$ cat src/strobe_fifo_pkg.sv
`default_nettype none

package strobe_fifo_pkg;

    localparam int DEPTH_DEFAULT = 16;
    localparam int WIDTH_DEFAULT = 16;

    // Write capture edge selection.
    typedef enum logic {
        WRITE_EDGE_RISE = 1'b0,
        WRITE_EDGE_FALL = 1'b1
    } write_edge_t;

    localparam write_edge_t WRITE_EDGE_DEFAULT = WRITE_EDGE_RISE;

    // Occupancy flags travelling together.
    typedef struct packed {
        logic empty;
        logic full;
    } fifo_flags_t;

    localparam fifo_flags_t FLAGS_RESET = '{empty: 1'b1, full: 1'b0};

endpackage : strobe_fifo_pkg

`default_nettype wire

$ cat src/distributed_strobe_fifo.sv
`timescale 1ns/100ps
`default_nettype none

module distributed_strobe_fifo #(
    parameter int                          DEPTH      =
        strobe_fifo_pkg::DEPTH_DEFAULT,
    parameter int                          WIDTH      =
        strobe_fifo_pkg::WIDTH_DEFAULT,
    parameter strobe_fifo_pkg::write_edge_t WRITE_EDGE =
        strobe_fifo_pkg::WRITE_EDGE_DEFAULT
) (
    // Clock and reset
    input  wire logic             clk_i,
    input  wire logic             reset_n_i,
    // User strobes, asynchronous to clk_i
    input  wire logic             write_strobe_i,
    input  wire logic             read_strobe_i,
    input  wire logic             init_i,
    // Data
    input  wire logic [WIDTH-1:0] write_data_bits_i,
    output var  logic [WIDTH-1:0] read_data_bits_o,
    // Occupancy
    output var  logic             empty_o,
    output var  logic             full_o
);

    // Latency: a strobe edge at the pin is acted on at the third clock
    // edge after it, and the flags and read word change at that edge.
    // Strobe levels shorter than two clocks may be missed altogether,
    // which is the price of taking the strobes through synchronisers.

    // Pointer and counter widths follow the configured depth.
    localparam int            PW      = (DEPTH > 1) ? $clog2(DEPTH) : 1;
    localparam int            CW      = $clog2(DEPTH + 1);
    localparam logic [CW-1:0] DEPTH_C = CW'(DEPTH);
    localparam logic [PW-1:0] LAST_C  = PW'(DEPTH - 1);
    localparam logic [PW-1:0] PTR_ONE = PW'(1);
    localparam logic [CW-1:0] CNT_ONE = CW'(1);

    // The strobes and init come from user logic on another timing, so
    // each passes two flops before any decision is made on it. A third
    // flop of each strobe keeps the previous settled level for edge
    // detection. The data word takes the same two-stage path so that it
    // lines up with the detected strobe edge; the user must therefore
    // hold the word steady for a few clocks on both sides of the edge.
    logic [2:0]       wr_sync_reg;
    logic [2:0]       wr_sync_next;
    logic [2:0]       rd_sync_reg;
    logic [2:0]       rd_sync_next;
    logic [1:0]       init_sync_reg;
    logic [1:0]       init_sync_next;
    logic [WIDTH-1:0] data_s1_reg;
    logic [WIDTH-1:0] data_s1_next;
    logic [WIDTH-1:0] data_s2_reg;
    logic [WIDTH-1:0] data_s2_next;

    always_comb begin
        wr_sync_next   = {wr_sync_reg[1:0], write_strobe_i};
        rd_sync_next   = {rd_sync_reg[1:0], read_strobe_i};
        init_sync_next = {init_sync_reg[0], init_i};
        data_s1_next   = write_data_bits_i;
        data_s2_next   = data_s1_reg;
    end

    always_ff @(posedge clk_i or negedge reset_n_i) begin
        if (!reset_n_i) begin
            wr_sync_reg   <= 3'h0;
            rd_sync_reg   <= 3'h0;
            init_sync_reg <= 2'h0;
            data_s1_reg   <= '0;
            data_s2_reg   <= '0;
        end else begin
            wr_sync_reg   <= wr_sync_next;
            rd_sync_reg   <= rd_sync_next;
            init_sync_reg <= init_sync_next;
            data_s1_reg   <= data_s1_next;
            data_s2_reg   <= data_s2_next;
        end
    end

    // Edges are taken between the second and third flop, so each edge is
    // seen exactly once whatever the strobe width, provided each level
    // lasts at least two clocks. The write edge is picked by the build
    // option: rising for WRITE_EDGE_RISE, falling for WRITE_EDGE_FALL.
    logic wr_edge;
    logic rd_edge;
    logic init_lvl;

    always_comb begin
        if (WRITE_EDGE == strobe_fifo_pkg::WRITE_EDGE_RISE) begin
            wr_edge = wr_sync_reg[1] & ~wr_sync_reg[2];
        end else begin
            wr_edge = ~wr_sync_reg[1] & wr_sync_reg[2];
        end
    end

    always_comb begin
        rd_edge = rd_sync_reg[1] & ~rd_sync_reg[2];
    end

    // Init acts as a level: while it is seen high the queue stays empty.
    always_comb begin
        init_lvl = init_sync_reg[1];
    end

    // State of the queue. The storage itself is addressed only by the two
    // internal pointers; nothing outside picks a location.
    logic [WIDTH-1:0] mem_reg [DEPTH];
    logic [PW-1:0]    wptr_reg;
    logic [PW-1:0]    wptr_next;
    logic [PW-1:0]    rptr_reg;
    logic [PW-1:0]    rptr_next;
    logic [CW-1:0]    count_reg;
    logic [CW-1:0]    count_next;
    logic [WIDTH-1:0] rdata_reg;
    logic [WIDTH-1:0] rdata_next;
    logic [WIDTH-1:0] last_wr_reg;
    logic [WIDTH-1:0] last_wr_next;
    strobe_fifo_pkg::fifo_flags_t flags_reg;
    strobe_fifo_pkg::fifo_flags_t flags_next;
    logic             do_wr;
    logic             do_rd;
    logic             rd_refused;

    // A write is refused while the store is full and a read while it is
    // empty. Init wins over both, so a strobe that overlaps the init pulse
    // cannot leave a stray word behind after the restart.
    always_comb begin
        do_wr      = wr_edge && (count_reg != DEPTH_C) && !init_lvl;
        do_rd      = rd_edge && (count_reg != '0) && !init_lvl;
        rd_refused = rd_edge && (count_reg == '0) && !init_lvl;
    end

    // Both pointers wrap at the last entry rather than at a power of two,
    // so any depth works; init returns them to the first entry.
    always_comb begin
        wptr_next = wptr_reg;
        rptr_next = rptr_reg;
        if (init_lvl) begin
            wptr_next = '0;
            rptr_next = '0;
        end else begin
            if (do_wr) begin
                if (wptr_reg == LAST_C) begin
                    wptr_next = '0;
                end else begin
                    wptr_next = wptr_reg + PTR_ONE;
                end
            end
            if (do_rd) begin
                if (rptr_reg == LAST_C) begin
                    rptr_next = '0;
                end else begin
                    rptr_next = rptr_reg + PTR_ONE;
                end
            end
        end
    end

    always_ff @(posedge clk_i or negedge reset_n_i) begin
        if (!reset_n_i) begin
            wptr_reg <= '0;
            rptr_reg <= '0;
        end else begin
            wptr_reg <= wptr_next;
            rptr_reg <= rptr_next;
        end
    end

    // A read and a write taken in the same clock cancel in the count.
    always_comb begin
        count_next = count_reg;
        if (init_lvl) begin
            count_next = '0;
        end else begin
            unique case ({do_wr, do_rd})
                2'b10: begin
                    count_next = count_reg + CNT_ONE;
                end
                2'b01: begin
                    count_next = count_reg - CNT_ONE;
                end
                2'b00, 2'b11: begin
                    count_next = count_reg;
                end
            endcase
        end
    end

    always_ff @(posedge clk_i or negedge reset_n_i) begin
        if (!reset_n_i) begin
            count_reg <= '0;
        end else begin
            count_reg <= count_next;
        end
    end

    // Flags are registered from the next count so they move in the same
    // clock as the store and pointers, never one clock behind them.
    always_comb begin
        if (count_next == '0) begin
            flags_next.empty = 1'b1;
        end else begin
            flags_next.empty = 1'b0;
        end
        if (count_next == DEPTH_C) begin
            flags_next.full = 1'b1;
        end else begin
            flags_next.full = 1'b0;
        end
    end

    always_ff @(posedge clk_i or negedge reset_n_i) begin
        if (!reset_n_i) begin
            flags_reg <= strobe_fifo_pkg::FLAGS_RESET;
        end else begin
            flags_reg <= flags_next;
        end
    end

    // The output word is not cleared by init: it is simply undefined to
    // the user until the first read after init. A read refused on an empty
    // store shows the most recently written word instead of the old one.
    always_comb begin
        rdata_next   = rdata_reg;
        last_wr_next = last_wr_reg;
        if (do_wr) begin
            last_wr_next = data_s2_reg;
        end
        unique case ({do_rd, rd_refused})
            2'b10: begin
                rdata_next = mem_reg[rptr_reg];
            end
            2'b01: begin
                rdata_next = last_wr_reg;
            end
            default: begin
                rdata_next = rdata_reg;
            end
        endcase
    end

    always_ff @(posedge clk_i or negedge reset_n_i) begin
        if (!reset_n_i) begin
            rdata_reg   <= '0;
            last_wr_reg <= '0;
        end else begin
            rdata_reg   <= rdata_next;
            last_wr_reg <= last_wr_next;
        end
    end

    // One slice per entry: each word loads only when the write pointer
    // selects it. The store has no reset, as an entry is never read
    // before a write has filled it; leaving it out keeps the slices small.
    generate
        for (genvar e = 0; e < DEPTH; e++) begin : g_entry
            logic             sel;
            logic [WIDTH-1:0] word_next;

            always_comb begin
                sel       = do_wr && (wptr_reg == PW'(e));
                word_next = mem_reg[e];
                if (sel) begin
                    word_next = data_s2_reg;
                end
            end

            always_ff @(posedge clk_i) begin
                mem_reg[e] <= word_next;
            end
        end
    endgenerate

    // Every output is a flop output with no gate after it.
    always_comb begin
        read_data_bits_o = rdata_reg;
        empty_o          = flags_reg.empty;
        full_o           = flags_reg.full;
    end

endmodule : distributed_strobe_fifo

`default_nettype wire

$ cat config.mk
export PLATFORM = sky130hd
export DESIGN_NAME = distributed_strobe_fifo
export DESIGN_NICKNAME = d
export VERILOG_FILES = /design/src/strobe_fifo_pkg.sv /design/src/distributed_strobe_fifo.sv
export SDC_FILE = /design/constraint.sdc
export NUM_CORES = 1
export LEC_CHECK = 0
export BUFFER_PORTS_ARGS = -buffer_cell sky130_fd_sc_hd__buf_2
export CAP_MARGIN = 20
export CORE_ASPECT_RATIO = 1.2
export CORE_UTILIZATION = 40
export CTS_CLUSTER_DIAMETER = 100
export CTS_CLUSTER_SIZE = 25
export DETAILED_ROUTE_END_ITERATION = 12
export HOLD_SLACK_MARGIN = 0.15
export PLACE_DENSITY = 0.65
export SYNTH_ARGS = -nofsm -noshare
export SYNTH_HDL_FRONTEND = slang
export SYNTH_SLANG_ARGS = --single-unit
$ cat constraint.sdc
create_clock -name clk_i -period 4.92 [get_ports clk_i]
set_input_delay 0.738 -clock clk_i [delete_from_list [all_inputs] [get_ports clk_i]]
set_output_delay 0.738 -clock clk_i [all_outputs]
set_load 0.05 [all_outputs]
==> qor.yml <==
critical_path:
  end_kind: "register"
  cp-start-kind: "register"
  crit_start: "count_reg[3]"
  r2r-start: "count_reg[3]"
  critPathKind: "register to register"
  arrival_ps: 4030
  worstPathRequired_ps: 5330
  path_max_fanout: 20
route:
  drc: 0
  wl_met1_um: 11200
  ant_nets: 0
  wl_per_cell_um: 23.1
  dr.max_layer_used: "met4"
  routed_wl_um: 26100
  vias: 6216
  wl_met3_um: 1040
  vias_per_cell: 5.49
  dr.pass1.iters: 5
  route.met2.wl_um: 13500
  drt-initial-drc-count: 687
synth:
  ys_seq_area_share_pct: 75.0
  synthCells: 672
  synth_edf_count: 256
  netlist_area_mm2: 0.0132
  synthesis.nets: 701
  yosys_warnings: 0
  syn_area_per_cell_um2: 19.6
  synth_ff_type: "edfxtp_1"
  ys_ff_latch: 343
  async_flop_share_pct: 25.4
  ys_types: 47
timing:
  fin_skew_ps: 11.4
  min_period_over_period_pct: 73.4
  setup_viol: 0
  slew-limit-headroom_pct: 34.0
  tightest_slew_ps: 991
  max_freq_ghz: 0.277
  finalCriticalPeriod_ps: 3610
  rsz0062_at_grt: "false"
  drv_slew: 0
  setup_ws_ps: 1310
  tns_ps: 0
  finalHoldViolCount: 0
clock_tree:
  cts-resized-gates: 0
  cts_made_buffers: 17
  cts.root.buffer_cell: "clkbuf_16"
  clockBufferDepth: 3
  clock_sinks: 343
  path_clk_slew_ps: 100
  cts_max_level: 1
  insertion_delay_ps: 500
  post-cts-setup-buffer-count: 0
  cts_hold_repair.buffers: 0
  cts_tree: "yes"
cells_and_area:
  fillerInstances: 2721
  multi_input_area_mm2: 0.00306
  regArea_mm2: 0.00987
  layout-drive-gt1-share_pct: 22.3
  fin_cells: 1132
  largest_register_ffs: 256
  antenna_cells: 0
  fin_nets: 744
  area_delta_synth_final_pct: 9.15
grt:
  antenna_found_initial: 0
  grt_max_degree: 69
  grt_usage_pct: 15.9
  grt_overflow_total: 0
  grt_pass1_wl_um: 39600
  grt_pass1_vias: 6276
min_path:
  hold_class: "input pin to async pin"
power_and_ir_drop:
  cellPowerDensity_mw_per_mm2: 366
  vdd_drop_max_mv: 0.248
  p_leak_nw: 4.79
  power_w: 0.00525
placement:
  dp_slack_ps: 1350
  place_congestion: 0.758
  dp.final_hpwl_um: 14900
  place_inst: 1103
  io_buffer_count: 38
floorplan:
  rows: 72
  die_y_um: 201
  die_area_mm2: 0.0336
  core_area_mm2: 0.0323
  die_w_um: 168
  initial_utilization_pct: 40.7
  ios: 39
run:
  drv_cap: 0
run_status:
  status: "finished, final reports clean"
routing by layer:
layer	global-route usage [%]	vias to the layer above
met5	0	-
met4	3.64	0
li1	-	2755
met1	21.9	3291
met3	1.70	26
met2	27.3	144
area by class of cell:
type / count / share of cell area, %
flip-flops and latches: 343 / 68.7
multi-input cells: 281 / 21.3
well taps: 407 / 3.55
clock buffers: 27 / 3.22
repair buffers: 63 / 2.74
clock inverters: 2 / 0.244
inverters: 9 / 0.235
cells in the mapped netlist (2+ instances only):
cell type	count	share of area (%)
nor2_1	35	1.0
ha_1	8	0.76
nor2b_1	3	0.14
xor2_1	6	0.40
and3_1	2	0.095
buf_1	2	0.057
mux4_2	42	7.2
nand2_1	7	0.20
edfxtp_1	256	58
a21oi_2	17	1.1
a21oi_1	43	1.6
buf_2	10	0.38
and2_1	8	0.38
dfrtp_1	86	16
or3_1	3	0.14
mux4_1	22	4.4
buf_4	7	0.40
inv_1	8	0.23
nor3_1	7	0.27
buf_6	2	0.17
mux2_1	16	1.4
clkbuf_1	14	0.40
mux2i_1	2	0.15
nor4_1	5	0.24
a211oi_1	2	0.11
buf_12	3	0.46
nand2b_1	3	0.14
a22oi_1	32	1.8
o21ai_0	3	0.11
through the flow:
stage               area [µm²]  hold slack, ps  util (%)
floorplan                13200             331         -
global placement         13900             334      42.9
detailed placement       13900             335      42.9
CTS                      14400             260      44.4
global route             14400             286      44.4
finish                   14400             246      44.4
final timing paths:
kind | end | slack, ps | depth (start not counted)
min in group clk_i | wr_sync_reg[0] | 330 | 1
max in group asynchronous | read_data_bits_o[6] | 3660 | 2
worst min register to register | data_s2_reg[2] | 350 | 0
worst max register to register | empty_o | 1310 | 13
worst max-delay path | empty_o | 1310 | 13
worst min-delay path | data_s1_reg[2] | 250 | 1
power breakdown:
part | internal [W] | switching [W]
logic | 0.000134 | 0.000280
registers | 0.00320 | 0.0000760
clock network | 0.000711 | 0.000856
total | 0.00404 | 0.00121
layout by cell type, fill, tap and decap left out, drive strengths merged, types with 4 or more instances in the layout:
| cell | Yosys | routed |
|---|---|---|
| edfxtp | 256 | 256 |
| dfrtp | 86 | 86 |
| mux4 | 64 | 64 |
| buf | 25 | 63 |
| a21oi | 60 | 60 |
| nor2 | 35 | 35 |
| a22oi | 33 | 33 |
| clkbuf | 14 | 27 |
| mux2 | 16 | 16 |
| inv | 9 | 9 |
| ha | 8 | 8 |
| and2 | 8 | 8 |
| nand2 | 7 | 7 |
| nor3 | 7 | 7 |
| xor2 | 6 | 6 |
| nor4 | 6 | 6 |
| or3 | 4 | 4 |
critical path, stage by stage, from the launching register on:
cell      delay (ps)
dfrtp_1          490
nor4_4           350
a21oi_2          150
and2_1           170
buf_4            230
inv_2            180
ha_1             370
xor2_1           180
ha_1             240
a21o_1           140
a22oi_1          100
o2111a_1         250
or3_4            390
nor4_1           270
cells by family after synthesis:
group                      Yosys count  share of synthesized area (%)
AOI/OAI and AO/OA                  105                           5.34
xor gates and xnor gates             7                          0.466
adders and majority gates            8                          0.761
buffers and inverters               48                           2.23
DFF                                343                           75.0
muxes                               82                           13.1
and+or+nand+nor                     79                           3.10
Note: power is estimated with default switching activity, not from simulation.
